$ cat src/hw/dmdt_consts.svh
`ifndef DMDT_CONSTS_SVH
`define DMDT_CONSTS_SVH

// Prefetch queue geometry per variant
`define DMDT_QDEPTH_WIDE    3'h6
`define DMDT_QDEPTH_NARROW  3'h4
`define DMDT_QLEVEL_W       3

// Opcode encodings of the decoded forms
`define DMDT_OPC_SEG_LOAD   8'h8E
`define DMDT_OPC_SEG_STORE  8'h8C
`define DMDT_OPC_TRANS      8'hD7
`define DMDT_OPC_EADDR      8'h8D
`define DMDT_OPC_FAR_DATA   8'hC5
`define DMDT_OPC_FAR_EXTRA  8'hC4
`define DMDT_OPC_FLG_RD     8'h9F
`define DMDT_OPC_FLG_WR     8'h9E
`define DMDT_OPC_MOV_TO_RM  7'h44
`define DMDT_OPC_MOV_FR_RM  7'h45

// Mode field of the mode/register/rm byte, and word bit of the opcode
`define DMDT_MOD_HI         7
`define DMDT_MOD_LO         6
`define DMDT_MOD_REG        2'h3
`define DMDT_W_BIT          0

// Base clock counts
`define DMDT_CLK_REG_OP     8'h02
`define DMDT_CLK_SEGLD_WIDE 8'h09
`define DMDT_CLK_SEGLD_NAR  8'h0D
`define DMDT_CLK_SEGST_WIDE 8'h0B
`define DMDT_CLK_SEGST_NAR  8'h0F
`define DMDT_CLK_TRANS_WIDE 8'h0B
`define DMDT_CLK_TRANS_NAR  8'h0F
`define DMDT_CLK_EADDR      8'h06
`define DMDT_CLK_FAR_WIDE   8'h12
`define DMDT_CLK_FAR_NAR    8'h1A
`define DMDT_CLK_FLG_RD     8'h02
`define DMDT_CLK_FLG_WR     8'h03
`define DMDT_CLK_MOVTO_MEM  8'h0C
`define DMDT_CLK_MOVFR_MEM  8'h09
`define DMDT_CLK_UNSUP      8'h00

// Extra clocks
`define DMDT_WORD_ADJ       8'h04
`define DMDT_HANDOFF_MAX    8'h02
`define DMDT_FETCH_SAT      8'hFF

`endif

$ cat src/hw/dmdt_pkg.sv
package dmdt_pkg;

   typedef enum logic [2:0] {
      DMDT_ST_OPC   = 3'h1,
      DMDT_ST_MODRM = 3'h2,
      DMDT_ST_OUT   = 3'h4
   } dmdt_state_e;

   typedef enum logic [3:0] {
      DMDT_F_NONE      = 4'h0,
      DMDT_F_SEG_LOAD  = 4'h1,
      DMDT_F_SEG_STORE = 4'h2,
      DMDT_F_TRANS     = 4'h3,
      DMDT_F_EADDR     = 4'h4,
      DMDT_F_FAR_DATA  = 4'h5,
      DMDT_F_FAR_EXTRA = 4'h6,
      DMDT_F_FLG_RD    = 4'h7,
      DMDT_F_FLG_WR    = 4'h8,
      DMDT_F_MOV_TO_RM = 4'h9,
      DMDT_F_MOV_FR_RM = 4'hA,
      DMDT_F_UNSUP     = 4'hF
   } dmdt_form_e;

   typedef logic [7:0] dmdt_clks_t;

endpackage

$ cat src/hw/dmdt_queue.sv
`timescale 1ns/10ps
`default_nettype none
`include "dmdt_consts.svh"
module dmdt_queue (
   input  wire logic                      clk,
   input  wire logic                      reset,
   input  wire logic                      narrow,
   input  wire logic                      flush,
   input  wire logic                      in_valid,
   input  wire logic [7:0]                in_byte,
   output logic                           in_ready,
   output logic                           out_valid,
   output logic [7:0]                     out_byte,
   input  wire logic                      out_ready,
   output logic [`DMDT_QLEVEL_W-1:0]      level
);
   import dmdt_pkg::*;

   logic [7:0]                 mem_ff [0:5];
   logic [7:0]                 nxt_mem [0:5];
   logic [`DMDT_QLEVEL_W-1:0]  cnt_ff;
   logic [`DMDT_QLEVEL_W-1:0]  nxt_cnt;
   logic [`DMDT_QLEVEL_W-1:0]  cap;
   logic                       push;
   logic                       pop;

   always_comb begin
      cap       = narrow ? `DMDT_QDEPTH_NARROW : `DMDT_QDEPTH_WIDE;
      in_ready  = (cnt_ff < cap) && !flush;
      out_valid = (cnt_ff != 3'h0) && !flush;
      out_byte  = mem_ff[0];
      level     = cnt_ff;
      push      = in_valid && in_ready;
      pop       = out_valid && out_ready;
      nxt_cnt   = cnt_ff;
      for (int i = 0; i < 6; i++) begin
         nxt_mem[i] = mem_ff[i];
      end
      // Shift register: head always at slot 0, simpler read path
      if (pop) begin
         for (int i = 0; i < 5; i++) begin
            nxt_mem[i] = mem_ff[i+1];
         end
      end
      if (push) begin
         nxt_mem[3'(cnt_ff - {2'h0, pop})] = in_byte;
      end
      nxt_cnt = 3'(cnt_ff + {2'h0, push} - {2'h0, pop});
      if (flush) begin
         nxt_cnt = 3'h0;
      end
   end

   always_ff @(posedge clk) begin
      if (reset) begin
         cnt_ff <= 3'h0;
         for (int i = 0; i < 6; i++) begin
            mem_ff[i] <= 8'h00;
         end
      end else begin
         cnt_ff <= nxt_cnt;
         for (int i = 0; i < 6; i++) begin
            mem_ff[i] <= nxt_mem[i];
         end
      end
   end
endmodule
`default_nettype wire

$ cat src/hw/dmdt_top.sv
// Functional notes
// - Reported counts are minimums, assuming queued bytes and no waits.
// - Branch timing includes clocks spent fetching the first target opcode.
// - Memory-accessing forms may take up to two clocks beyond minimum.
// - Wide-bus variant keeps a 6-byte prefetch queue.
// - Narrow-bus variant keeps a 4-byte prefetch queue.
// - Narrow variant adds four clocks per memory transfer of word operations.
// - Segment load from reg/mem: 2/9 wide, 2/13 narrow.
// - Segment store to reg/mem: 2/11 wide, 2/15 narrow.
// - Table lookup translate: 11 wide, 15 narrow.
// - Load effective address: 6 clocks on both variants.
// - Far pointer with data segment: 18/26 clocks, register mode illegal.
// - Far pointer with extra segment: 18/26 clocks, register mode illegal.
// - Flags to high accumulator byte: 2 clocks.
// - High accumulator byte to flags: 3 clocks.
`timescale 1ns/10ps
`default_nettype none
`include "dmdt_consts.svh"
module dmdt_top (
   input  wire logic                   clk,
   input  wire logic                   reset,
   input  wire logic                   narrow_strap,
   input  wire logic                   flush,
   input  wire logic                   fetch_valid,
   input  wire logic [7:0]             fetch_byte,
   output logic                        fetch_ready,
   output logic                        narrow_mode,
   output logic                        dec_valid,
   input  wire logic                   dec_ready,
   output dmdt_pkg::dmdt_form_e        dec_form,
   output logic                        dec_mem,
   output logic                        dec_word,
   output logic                        dec_illegal,
   output dmdt_pkg::dmdt_clks_t        dec_min_clks,
   output dmdt_pkg::dmdt_clks_t        dec_max_clks,
   output dmdt_pkg::dmdt_clks_t        dec_fetch_clks
);
   import dmdt_pkg::*;

   // Strap synchroniser and capture
   logic                       strap_s1_ff;
   logic                       strap_s2_ff;
   logic                       narrow_ff;
   logic                       nxt_narrow;

   // Queue side
   logic                       q_valid;
   logic [7:0]                 q_byte;
   logic                       q_ready;
   logic [`DMDT_QLEVEL_W-1:0]  q_level;

   // Decoder state
   dmdt_state_e                state_ff;
   dmdt_state_e                nxt_state;
   logic [7:0]                 opc_ff;
   logic [7:0]                 nxt_opc;
   dmdt_form_e                 form_ff;
   dmdt_form_e                 nxt_form;
   logic                       mem_ff;
   logic                       nxt_mem;
   logic                       word_ff;
   logic                       nxt_word;
   logic                       ill_ff;
   logic                       nxt_ill;
   dmdt_clks_t                 min_ff;
   dmdt_clks_t                 nxt_min;
   dmdt_clks_t                 max_ff;
   dmdt_clks_t                 nxt_max;
   dmdt_clks_t                 fch_ff;
   dmdt_clks_t                 nxt_fch;

   // Target fetch accounting
   logic                       wait_ff;
   logic                       nxt_wait;
   dmdt_clks_t                 wcnt_ff;
   dmdt_clks_t                 nxt_wcnt;

   logic                       take;
   dmdt_form_e                 cur_form;
   logic                       cur_mem;
   logic                       cur_word;
   dmdt_clks_t                 cur_base;

   function automatic dmdt_form_e opc_form(input logic [7:0] opc);
      dmdt_form_e f;
      f = DMDT_F_UNSUP;
      case (opc)
         `DMDT_OPC_SEG_LOAD:  f = DMDT_F_SEG_LOAD;
         `DMDT_OPC_SEG_STORE: f = DMDT_F_SEG_STORE;
         `DMDT_OPC_TRANS:     f = DMDT_F_TRANS;
         `DMDT_OPC_EADDR:     f = DMDT_F_EADDR;
         `DMDT_OPC_FAR_DATA:  f = DMDT_F_FAR_DATA;
         `DMDT_OPC_FAR_EXTRA: f = DMDT_F_FAR_EXTRA;
         `DMDT_OPC_FLG_RD:    f = DMDT_F_FLG_RD;
         `DMDT_OPC_FLG_WR:    f = DMDT_F_FLG_WR;
         default: begin
            if (opc[7:1] == `DMDT_OPC_MOV_TO_RM) begin
               f = DMDT_F_MOV_TO_RM;
            end else if (opc[7:1] == `DMDT_OPC_MOV_FR_RM) begin
               f = DMDT_F_MOV_FR_RM;
            end
         end
      endcase
      return f;
   endfunction

   function automatic logic has_modrm(input dmdt_form_e f);
      return (f == DMDT_F_SEG_LOAD) || (f == DMDT_F_SEG_STORE) ||
             (f == DMDT_F_EADDR) || (f == DMDT_F_FAR_DATA) ||
             (f == DMDT_F_FAR_EXTRA) || (f == DMDT_F_MOV_TO_RM) ||
             (f == DMDT_F_MOV_FR_RM);
   endfunction

   // Base minimum count of a decoded form
   function automatic dmdt_clks_t base_clks(input dmdt_form_e f,
                                            input logic mem,
                                            input logic word,
                                            input logic nar);
      dmdt_clks_t c;
      c = `DMDT_CLK_UNSUP;
      case (f)
         DMDT_F_SEG_LOAD: begin
            if (!mem) c = `DMDT_CLK_REG_OP;
            else c = nar ? `DMDT_CLK_SEGLD_NAR : `DMDT_CLK_SEGLD_WIDE;
         end
         DMDT_F_SEG_STORE: begin
            if (!mem) c = `DMDT_CLK_REG_OP;
            else c = nar ? `DMDT_CLK_SEGST_NAR : `DMDT_CLK_SEGST_WIDE;
         end
         DMDT_F_TRANS: begin
            c = nar ? `DMDT_CLK_TRANS_NAR : `DMDT_CLK_TRANS_WIDE;
         end
         DMDT_F_EADDR: begin
            c = `DMDT_CLK_EADDR;
         end
         DMDT_F_FAR_DATA, DMDT_F_FAR_EXTRA: begin
            c = nar ? `DMDT_CLK_FAR_NAR : `DMDT_CLK_FAR_WIDE;
         end
         DMDT_F_FLG_RD: begin
            c = `DMDT_CLK_FLG_RD;
         end
         DMDT_F_FLG_WR: begin
            c = `DMDT_CLK_FLG_WR;
         end
         DMDT_F_MOV_TO_RM, DMDT_F_MOV_FR_RM: begin
            if (!mem) begin
               c = `DMDT_CLK_REG_OP;
            end else begin
               c = (f == DMDT_F_MOV_TO_RM) ? `DMDT_CLK_MOVTO_MEM
                                           : `DMDT_CLK_MOVFR_MEM;
               // Byte count listed; one memory transfer per word op
               if (nar && word) begin
                  c = 8'(c + `DMDT_WORD_ADJ);
               end
            end
         end
         default: begin
            c = `DMDT_CLK_UNSUP;
         end
      endcase
      return c;
   endfunction

   dmdt_queue u_queue (
      .clk       (clk),
      .reset     (reset),
      .narrow    (narrow_ff),
      .flush     (flush),
      .in_valid  (fetch_valid),
      .in_byte   (fetch_byte),
      .in_ready  (fetch_ready),
      .out_valid (q_valid),
      .out_byte  (q_byte),
      .out_ready (q_ready),
      .level     (q_level)
   );

   // Variant is latched only while reset is held
   always_comb begin
      nxt_narrow = reset ? strap_s2_ff : narrow_ff;
   end

   always_ff @(posedge clk) begin
      strap_s1_ff <= narrow_strap;
      strap_s2_ff <= strap_s1_ff;
      narrow_ff   <= nxt_narrow;
   end

   always_comb begin
      nxt_state = state_ff;
      nxt_opc   = opc_ff;
      nxt_form  = form_ff;
      nxt_mem   = mem_ff;
      nxt_word  = word_ff;
      nxt_ill   = ill_ff;
      nxt_min   = min_ff;
      nxt_max   = max_ff;
      nxt_fch   = fch_ff;
      q_ready   = 1'b0;
      cur_form  = opc_form(opc_ff);
      cur_mem   = 1'b0;
      cur_word  = opc_ff[`DMDT_W_BIT];
      cur_base  = `DMDT_CLK_UNSUP;
      // Decode takes each byte as soon as it is queued unless a result is pending; waits for bytes are counted only after a flush, so counts stay minimums
      case (state_ff)
         DMDT_ST_OPC: begin
            q_ready  = 1'b1;
            cur_form = opc_form(q_byte);
            cur_word = q_byte[`DMDT_W_BIT];
            if (q_valid) begin
               nxt_opc = q_byte;
               nxt_fch = wait_ff ? wcnt_ff : 8'h00;
               if (has_modrm(cur_form)) begin
                  nxt_state = DMDT_ST_MODRM;
               end else begin
                  cur_mem  = (cur_form == DMDT_F_TRANS);
                  cur_base = base_clks(cur_form, cur_mem, 1'b0, narrow_ff);
                  nxt_form = cur_form;
                  nxt_mem  = cur_mem;
                  nxt_word = 1'b0;
                  nxt_ill  = (cur_form == DMDT_F_UNSUP);
                  nxt_min  = 8'(cur_base + nxt_fch);
                  nxt_max  = 8'(nxt_min +
                                (cur_mem ? `DMDT_HANDOFF_MAX : 8'h00));
                  nxt_state = DMDT_ST_OUT;
               end
            end
         end
         DMDT_ST_MODRM: begin
            q_ready = 1'b1;
            if (q_valid) begin
               cur_mem = (q_byte[`DMDT_MOD_HI:`DMDT_MOD_LO] != `DMDT_MOD_REG);
               // Address computation only; no bus access
               cur_base = base_clks(cur_form, cur_mem, cur_word, narrow_ff);
               nxt_form = cur_form;
               nxt_mem  = cur_mem && (cur_form != DMDT_F_EADDR);
               nxt_word = cur_word && ((cur_form == DMDT_F_MOV_TO_RM) ||
                                       (cur_form == DMDT_F_MOV_FR_RM));
               nxt_ill  = !cur_mem && ((cur_form == DMDT_F_FAR_DATA) ||
                                       (cur_form == DMDT_F_FAR_EXTRA));
               nxt_min  = 8'(cur_base + fch_ff);
               nxt_max  = 8'(nxt_min +
                             (nxt_mem ? `DMDT_HANDOFF_MAX : 8'h00));
               nxt_state = DMDT_ST_OUT;
            end
         end
         DMDT_ST_OUT: begin
            if (dec_ready) begin
               nxt_state = DMDT_ST_OPC;
            end
         end
         default: begin
            nxt_state = DMDT_ST_OPC;
         end
      endcase
      // A flush discards any partly decoded or unclaimed result
      if (flush) begin
         nxt_state = DMDT_ST_OPC;
      end
   end

   assign take = (state_ff == DMDT_ST_OPC) && q_valid && !flush;

   // Clocks from the flush until the target opcode reaches the decoder
   always_comb begin
      nxt_wait = wait_ff;
      nxt_wcnt = wcnt_ff;
      if (flush) begin
         nxt_wait = 1'b1;
         nxt_wcnt = 8'h01;
      end else if (take) begin
         nxt_wait = 1'b0;
         nxt_wcnt = 8'h00;
      end else if (wait_ff && (wcnt_ff != `DMDT_FETCH_SAT)) begin
         nxt_wcnt = 8'(wcnt_ff + 8'h01);
      end
   end

   always_ff @(posedge clk) begin
      if (reset) begin
         state_ff <= DMDT_ST_OPC;
         opc_ff   <= 8'h00;
         form_ff  <= DMDT_F_NONE;
         mem_ff   <= 1'b0;
         word_ff  <= 1'b0;
         ill_ff   <= 1'b0;
         min_ff   <= 8'h00;
         max_ff   <= 8'h00;
         fch_ff   <= 8'h00;
         wait_ff  <= 1'b0;
         wcnt_ff  <= 8'h00;
      end else begin
         state_ff <= nxt_state;
         opc_ff   <= nxt_opc;
         form_ff  <= nxt_form;
         mem_ff   <= nxt_mem;
         word_ff  <= nxt_word;
         ill_ff   <= nxt_ill;
         min_ff   <= nxt_min;
         max_ff   <= nxt_max;
         fch_ff   <= nxt_fch;
         wait_ff  <= nxt_wait;
         wcnt_ff  <= nxt_wcnt;
      end
   end

   assign narrow_mode    = narrow_ff;
   assign dec_valid      = (state_ff == DMDT_ST_OUT);
   assign dec_form       = form_ff;
   assign dec_mem        = mem_ff;
   assign dec_word       = word_ff;
   assign dec_illegal    = ill_ff;
   assign dec_min_clks   = min_ff;
   assign dec_max_clks   = max_ff;
   assign dec_fetch_clks = fch_ff;

   dmdt_clks_t base_seen;
   assign base_seen = 8'(dec_min_clks - dec_fetch_clks);
endmodule
`default_nettype wire

$ cat config.mk
export PLATFORM = sky130hd
export DESIGN_NAME = dmdt_top
export DESIGN_NICKNAME = d
export VERILOG_FILES = /design/src/hw/dmdt_pkg.sv /design/src/hw/dmdt_queue.sv /design/src/hw/dmdt_top.sv
export VERILOG_INCLUDE_DIRS = /design/src /design/src/hw
export SDC_FILE = /design/constraint.sdc
export NUM_CORES = 1
export LEC_CHECK = 0
export BUFFER_PORTS_ARGS = -buffer_cell sky130_fd_sc_hd__buf_2
export CORE_MARGIN = 8
export CORE_UTILIZATION = 33
export CTS_BUF_LIST = sky130_fd_sc_hd__clkbuf_4
export CTS_CLUSTER_SIZE = 8
export DETAILED_ROUTE_END_ITERATION = 6
export GPL_TIMING_DRIVEN = 0
export PLACE_DENSITY = 0.55
export SETUP_SLACK_MARGIN = 0.5
export SLEW_MARGIN = 0
export SYNTH_ARGS = -nofsm -noshare
export SYNTH_HDL_FRONTEND = slang
export SYNTH_HIERARCHICAL = 1
export SYNTH_SLANG_ARGS = --single-unit
$ cat constraint.sdc
create_clock -name clk -period 4.5 [get_ports clk]
set_input_delay 0.225 -clock clk [delete_from_list [all_inputs] [get_ports clk]]
set_output_delay 0.225 -clock clk [all_outputs]
set_load 0.005 [all_outputs]
==> key figures, run 1 <==
Layout
  • Final instance area: 7620 sq um
  • Footprint of the multi-input gates: 4180 sq um
  • Layout Nets: roughly 900
  • Register Area: 2100 sq um
  • Fillers: 1985
  • Post-route insts no fill: 1158
  • Area growth from synthesis to layout: 19.6%
  • Core Util, Final: 39.7%
  • Share of layout cells above drive strength 1: 16.4%

Timing
  • RSZ-0062 raised after global routing: yes
  • Skew final: 35.2 ps
  • Fin. Hold Viols: 0
  • Slew HR: between 50% and 60%
  • Final setup fails: 0
  • Tcrit/Tclk final: 92.4%
  • Post-layout min period: 4160 ps
  • Final Worst Setup Slack: 343 ps
  • Max Fclk: between 0.2 and 0.25 GHz
  • Final Slew Violations: 0
  • Slew at the pin with the worst max-slew slack: 692 ps

Worst hold path
  • Hold Path End: state_ff[0]
  • Hold path cells: 3
  • Hold path start: dec_ready
  • Hold crit path type: primary input to flip-flop

Setup path
  • R2r startpoint: opc_ff[4]
  • FF-to-FF End: dec_max_clks[7]
  • Startpoint class of the critical path: flip-flop
  • Crit end category: flip-flop
  • WP data required: 4860 ps
  • Cell mode on critical path: buf_6
  • Crit Path Category: flip-flop to flip-flop
  • Crit-path max cell delay: 550 ps
  • Bufs and invs on worst path: 3
  • CP Max Fanout: 3
  • Worst-case reg-to-reg path depth: 16
  • Flop2flop setup slack: 340 ps
  • Crit-path slowest cell: or4b_4
  • Worst path top cell family by delay: simple AND/OR/NAND/NOR gates
  • CP cell instances: buf_6 > or3b_4 > or4b_4 > o22ai_4 > buf_6 > buf_6 > o211ai_1 > and3b_2 > a221o_1 > ha_4 > a211oi_4 > or4b_4 > o311ai_4 > nor3b_2 > mux2i_1 > a311oi_1
  • Worst Path Arrival: 4520 ps

Power and ir drop
  • Cell Pwr Density: 236 nW/um^2
  • Static Leak: 2.54 nW
  • Worst IR Drop VDD: approximately 120 uV
  • Pwr Total: 1.80 mW

Synthesis
  • Synth unique cells: 70
  • Simple-gate share of the synthesized area: 23.9%
  • Synth Flop Type: dfxtp_1
  • Synth async-reset ratio: 0%
  • Synth top area share: 32.4%
  • Top cells by count, synth: dfxtp_1 (103), nand2_1 (80), clkbuf_1 (64)
  • Ranking of synthesized cells by area: dfxtp_1 (32%), a311oi_1 (7.1%), nand2_1 (4.7%)
  • Post-Synthesis Cells: 796
  • Post-synth EDFFs: 1
  • Syn_nets: 833
  • Synth warn: 6
  • FF+latch count, synth: 104
  • Post-synthesis sequential area ratio: 32.8%
  • Xor/xnor share of the synthesized area: 3.16%
  • Multiplexer share of the synthesized area: 2.06%
  • Count leader, synth: dfxtp_1
  • Cell taking the most area after synthesis: dfxtp_1
  • Adder-cell share of the synthesized area: 4.87%
  • Compound-cell area share of the yosys netlist: 27.6%
  • Avg Inst Size Synth: roughly 8 sq um
  • Main combinational cell family by area after synthesis: compound AO/OA/AOI/OAI gates
  • Syn Std Cell Area: 6370 sq um

Routing
  • Via-to-Cell Ratio: 5.56
  • DRT Pass-1 Iters: 5
  • DRC viols: 0
  • Routed WL per cell: 17.9 um
  • Total vias in the final route: 6442
  • Initial DRC count: about 700
  • WL final: 20.7 mm
  • Antenna viol nets, final: 0

Placed design
  • GPL Wtd Cong: 0.894
  • Placed instance count: between 1000 and 1500
  • DP Wirelength: 14.7 mm
  • Cell Area, Placed: around 7000 sq um
  • Placement Setup Slack: -28.8 ps
  • # port buffers: 47

Floorplan
  • Effective utilization at floorplan: 33.2%
  • Die ar.: 24000 sq um
  • Die Width: approximately 150 um
  • # IOs: 48
  • CORE AREA: 19200 sq um
  • Die Y: 155 um
  • # rows: 51

Outcome
  • Run status: finished, final reports clean

Global routing
  • Global-route wire length before repair: 33.0 mm
  • GRT Util Overall: 17.0%
  • Vias in the first global route: ~6200
  • Total grt overflow: 0
  • Initial antenna violation count: 1
  • Largest net degree at the start of global routing: 20

Clock tree
  • TritonCTS buffer count: 9
  • Clock Latency Late Sink: 500 ps
  • Clk buf depth: 2
  • CTS tree: done
  • Clk sinks: 104
  • Clock root cell: clkbuf_4
  • Worst-path clk slew: 180 ps
  • CTS H-tree depth: 3

Flow run
  • Max Cap Viol: 0
-- what timing repair did --
item / CTS / global route
hold endpoints to repair: 4 / 2
setup endpoints to repair: 10 / 12
setup buffers: 20 / 7
gates resized for setup: 39 / 18
pin swaps: 29 / 22
hold buffers: 4 / 2
-- layout by cell type, fill, tap and decap left out, types with 3 or more instances in the layout --
master	synthesis	layout
nor3b_1	6	5
nor3_1	12	10
a221o_1	4	4
mux2i_1	12	12
dfxtp_1	103	100
clkbuf_4	0	9
clkbuf_1	64	63
a2111oi_0	9	9
inv_1	20	18
a21o_1	9	9
nor2_1	59	56
a211o_1	3	3
nand2_1	80	80
o211ai_1	6	6
nand4bb_1	3	3
nand4_1	5	5
buf_6	0	4
or3_1	5	3
nand2b_1	22	22
nor2b_1	8	7
a211oi_1	38	36
dlygate4sd3_1	0	6
and2_1	14	13
a21oi_1	37	37
nand4b_1	3	3
xnor2_1	15	12
o21ai_0	47	44
nand3_1	58	58
o21ai_1	7	8
ha_1	20	14
xor2_1	8	8
ha_4	0	5
buf_4	2	25
buf_2	5	52
o21a_1	4	4
a311oi_1	52	52
-- routing by layer --
layer  global-route usage, %  part of all wire (%)
met4                    5.79                   2.2
met1                    22.6                    46
met2                    26.8                    46
met3                    3.41                   6.0
met5                       0                     0
-- tightest hold or removal path, stage by stage --
cell and delay (ps):
buf_2 80, nor2b_1 50, o21ai_0 130
-- flip-flops by register name, indices dropped and copies added (netlist names), 3 cells and up, named ones only --
register,flops
dec_fetch_clks,8
dec_form,4
dec_max_clks,7
dec_min_clks,8
opc_ff,8
state_ff,3
u_queue/level,3
u_queue/mem_ff,40
wcnt_ff,8
-- how the worst max path moves through the flow --
stage                     cells after the start              end  slack [ps]  startpoint
after global routing                         17  dec_max_clks[6]         160   opc_ff[6]
after global placement                       16  dec_max_clks[7]         -50   opc_ff[6]
after floorplan                              15  dec_max_clks[6]         490   opc_ff[4]
after CTS                                    16  dec_max_clks[7]         270   opc_ff[6]
final                                        16  dec_max_clks[7]         340   opc_ff[4]
after detailed placement                     16  dec_max_clks[7]         -30   opc_ff[6]
-- logic make-up (layout without fill, tap and decap cells) --
family          Yosys count  after routing
flops                   104            104
compound gates          245            245
simple gates            297            297
other cells               0              1
mux                      13             13
fa+ha+maj                23             23
xor+xnor                 23             23
buf+inv                  91            187
-- metrics by stage --
step | hold slack (ps) | setup TNS (ps)
2_1_floorplan | 253 | 0
3_3_place_gp | 310 | -74.1
3_5_place_dp | 313 | -28.8
4_1_cts | 0.253 | 0
5_1_grt | 10.0 | 0
6_report | 33.8 | 0
-- cell type report --
class	count	area share (%)
multi-input cells	601	54.8
flip-flops and latches	104	27.5
repair buffers	80	6.68
well taps	265	4.35
plain buffers	71	3.87
inverters	20	0.985
clock buffers	9	0.886
clock inverters	7	0.853
diodes	1	0.0328
-- power breakdown --
| part | switching, mW | leakage, nW | internal [mW] |
|---|---|---|---|
| Clock | 0.368 | 0.0676 | 0.125 |
| Sequential | 0.0285 | 0.846 | 0.960 |
| Combinational | 0.222 | 1.63 | 0.0988 |
| Total | 0.619 | 2.54 | 1.18 |
Note: power is estimated with default switching activity, not from simulation.
==> run 2: changes to the inputs <==
Settings changed: CTS_BUF_LIST sky130_fd_sc_hd__clkbuf_4 to default.
==> run 2 against run 1 <==
- critical path depth shrank 1
- via count fell by 2.0%
- register-to-register slack lost 30 ps
- maximum frequency down 0.76%
- global-route usage decreased by 0.089 points
- largest cell class unchanged
- non-clock buffer count fell by 16
- clock skew decreased by 20 ps
- sequential power is essentially flat
- die area is the same
- cell count is 1.5% lower
- sequential cell count unchanged
==> key figures, run 2 (synthesis gave the netlist of run 1 again) <==
Outcome
  • Run status: finished, final reports clean

Setup path
  • Crit end category: flip-flop
  • WP data required: 4710 ps (-150 ps)
  • Worst Path Arrival: 4400 ps (-120 ps)
  • Flop2flop setup slack: 310 ps (-30 ps)
  • Bufs and invs on worst path: 2 (-1)
  • Crit-path slowest cell: or4b_4
  • Worst-case reg-to-reg path depth: 15 (-1)
  • CP cell instances: buf_6 > or3b_4 > or4b_4 > o22ai_4 > buf_6 > o21ai_1 > and3_1 > a221o_1 > ha_4 > o21ai_1 > or4b_4 > o311ai_4 > nor3b_2 > mux2i_1 > a311oi_1
  • Worst path top cell family by delay: simple AND/OR/NAND/NOR gates
  • CP Max Fanout: 4 (+1)
  • Crit-path max cell delay: 530 ps (-20 ps)
  • Startpoint class of the critical path: flip-flop
  • FF-to-FF End: dec_max_clks[7]
  • Crit Path Category: flip-flop to flip-flop
  • R2r startpoint: opc_ff[4]

Layout
  • Number of flip-flops in the largest register: 40 (unchanged)
  • Share of layout cells above drive strength 1: 14.7% (-1.6 points)
  • Register with the most flip-flops: u_queue/mem_ff
  • Layout Nets: 908 (-1.7%)
  • Commonest non-fill, non-tap cells in the layout: dfxtp_1 (100), nand2_1 (80), clkbuf_1 (63)
  • ANT cells: 0 (-1)
  • Commonest non-fill, non-tap cell in the layout: dfxtp_1
  • Area growth from synthesis to layout: 19.3%
  • Fillers: 1998 (+0.65%)
  • Post-route insts no fill: 1141 (-1.5%)

Routing
  • DRT Pass-1 Iters: 5 (unchanged)
  • Initial DRC count: 712 (+1.1%)
  • Antenna viol nets, final: 0 (unchanged)
  • DRC viols: 0 (unchanged)
  • Via-to-Cell Ratio: 5.53 (-0.53%)
  • WL final: 20.6 mm (-0.85%)
  • Routed WL per cell: 18.0 um (+0.62%)
  • Total vias in the final route: 6314 (-2.0%)

Floorplan
  • # IOs: 48 (unchanged)
  • Effective utilization at floorplan: 33.2% (unchanged)
  • CORE AREA: 19200 sq um (unchanged)
  • Die Y: 155 um (unchanged)
  • # rows: 51 (unchanged)
  • Die Width: 155 um (unchanged)
  • Die ar.: 24000 sq um (unchanged)

Timing
  • Final Worst Setup Slack: 312 ps (-31.7 ps)
  • Skew final: 15.4 ps (-19.7 ps)
  • Post-layout min period: 4190 ps (+31.7 ps)
  • Tcrit/Tclk final: 93.1% (+0.70 points)
  • Slew HR: 53.1% (-0.75 points)
  • Hold slack: 139 ps (+106 ps)
  • RSZ-0062 raised after global routing: yes
  • Slew at the pin with the worst max-slew slack: 703 ps (+11.2 ps)
  • Fin. Hold Viols: 0 (unchanged)
  • Final Slew Violations: 0 (unchanged)
  • Max Fclk: 0.239 GHz (-0.76%)
  • Final setup fails: 0 (unchanged)

Clock tree
  • Worst-path clk slew: 80 ps (-100 ps)
  • CTS tree: done
  • CTS H-tree depth: 3 (unchanged)
  • TritonCTS buffer count: 9 (unchanged)
  • Clk sinks: 104 (unchanged)
  • Clock Latency Late Sink: 370 ps (-130 ps)
  • Clock root cell: clkbuf_16
  • Clk buf depth: 2 (unchanged)

Worst hold path
  • Hold path start: reset
  • Hold Path End: narrow_mode
  • Hold crit path type: primary input to flip-flop
  • Hold path cells: 1 (-2)

Placed design
  • DP Wirelength: 14.7 mm (unchanged)
  • # port buffers: 47 (unchanged)
  • GPL Wtd Cong: 0.894 (unchanged)
  • Placement Setup Slack: -28.8 ps (unchanged)
  • Placed instance count: 1108 (unchanged)

Power and ir drop
  • Worst IR Drop VDD: 181 uV (+57%)
  • Static Leak: 2.52 nW (-0.83%)
  • Cell Pwr Density: 276 nW/um^2 (+17%)

Global routing
  • Total grt overflow: 0 (unchanged)
  • Initial antenna violation count: 0 (-1)
  • Vias in the first global route: 6115 (-0.63%)
  • Global-route wire length before repair: 32.7 mm (-0.88%)
  • GRT Util Overall: 16.9% (-0.089 points)
  • Largest net degree at the start of global routing: 20 (unchanged)

Flow run
  • Max Cap Viol: 0 (unchanged)
[run 2: cell count changes in the layout (fill, tap and decap cells not counted), moves of 5 or more]
cell and delta:
dlygate4sd3_1 -5, clkbuf_16 +9, buf_4 -10, clkbuf_4 -9
[run 2: how the worst max path moves through the flow]
stage          cells after the start      start              end
2_1_floorplan                     15  opc_ff[4]  dec_max_clks[6]
3_3_place_gp                      16  opc_ff[6]  dec_max_clks[7]
3_5_place_dp                      16  opc_ff[6]  dec_max_clks[7]
4_1_cts                           16  opc_ff[6]  dec_max_clks[7]
5_1_grt                           16  opc_ff[4]  dec_max_clks[7]
6_report                          15  opc_ff[4]  dec_max_clks[7]
[run 2: per-stage QoR]
stage	cell area [sq um]	power [mW]	TNS, ps	util, %
6_report	7600	2.10	0	39.6
3_5_place_dp	6950	1.32	-28.8	36.2
2_1_floorplan	6390	1.20	0	-
5_1_grt	7600	2.19	0	39.6
4_1_cts	7460	2.11	0	38.9
3_3_place_gp	6950	1.32	-74.1	36.2
[run 2: metal layers]
layer  vias to the layer above  share of wire [%]  global-route usage, %
met1                      2984                 47                   22.4
met5                         -                  0                      0
li1                       3112                  -                      -
met2                       186                 45                   26.5
met4                         0                2.0                   6.58
met3                        32                5.9                   3.41
[run 2: area by class of cell]
type / instances / area (sq um) / area share [%]
Buffer: 71 / 295 / 3.88
Clock buffer: 9 / 225 / 2.96
Tap cell: 265 / 332 / 4.36
Clock inverter: 7 / 65.1 / 0.856
Sequential cell: 104 / 2100 / 27.6
Timing Repair Buffer: 64 / 373 / 4.90
Inverter: 20 / 75.1 / 0.987
Multi-Input combinational cell: 601 / 4140 / 54.5
[run 2: repair_timing]
action | 4_1_cts | 5_1_grt
endpoints found under the hold margin | 1 | 0
pin swaps | 18 | 22
gates resized for setup | 28 | 19
hold buffers | 1 | 0
buffers inserted | 10 | 6
setup endpoints to repair | 10 | 12
[run 2: where the power goes]
group | internal [mW] | switching [mW]
registers | 0.958 | 0.0286
clock network | 0.388 | 0.408
logic | 0.0955 | 0.222
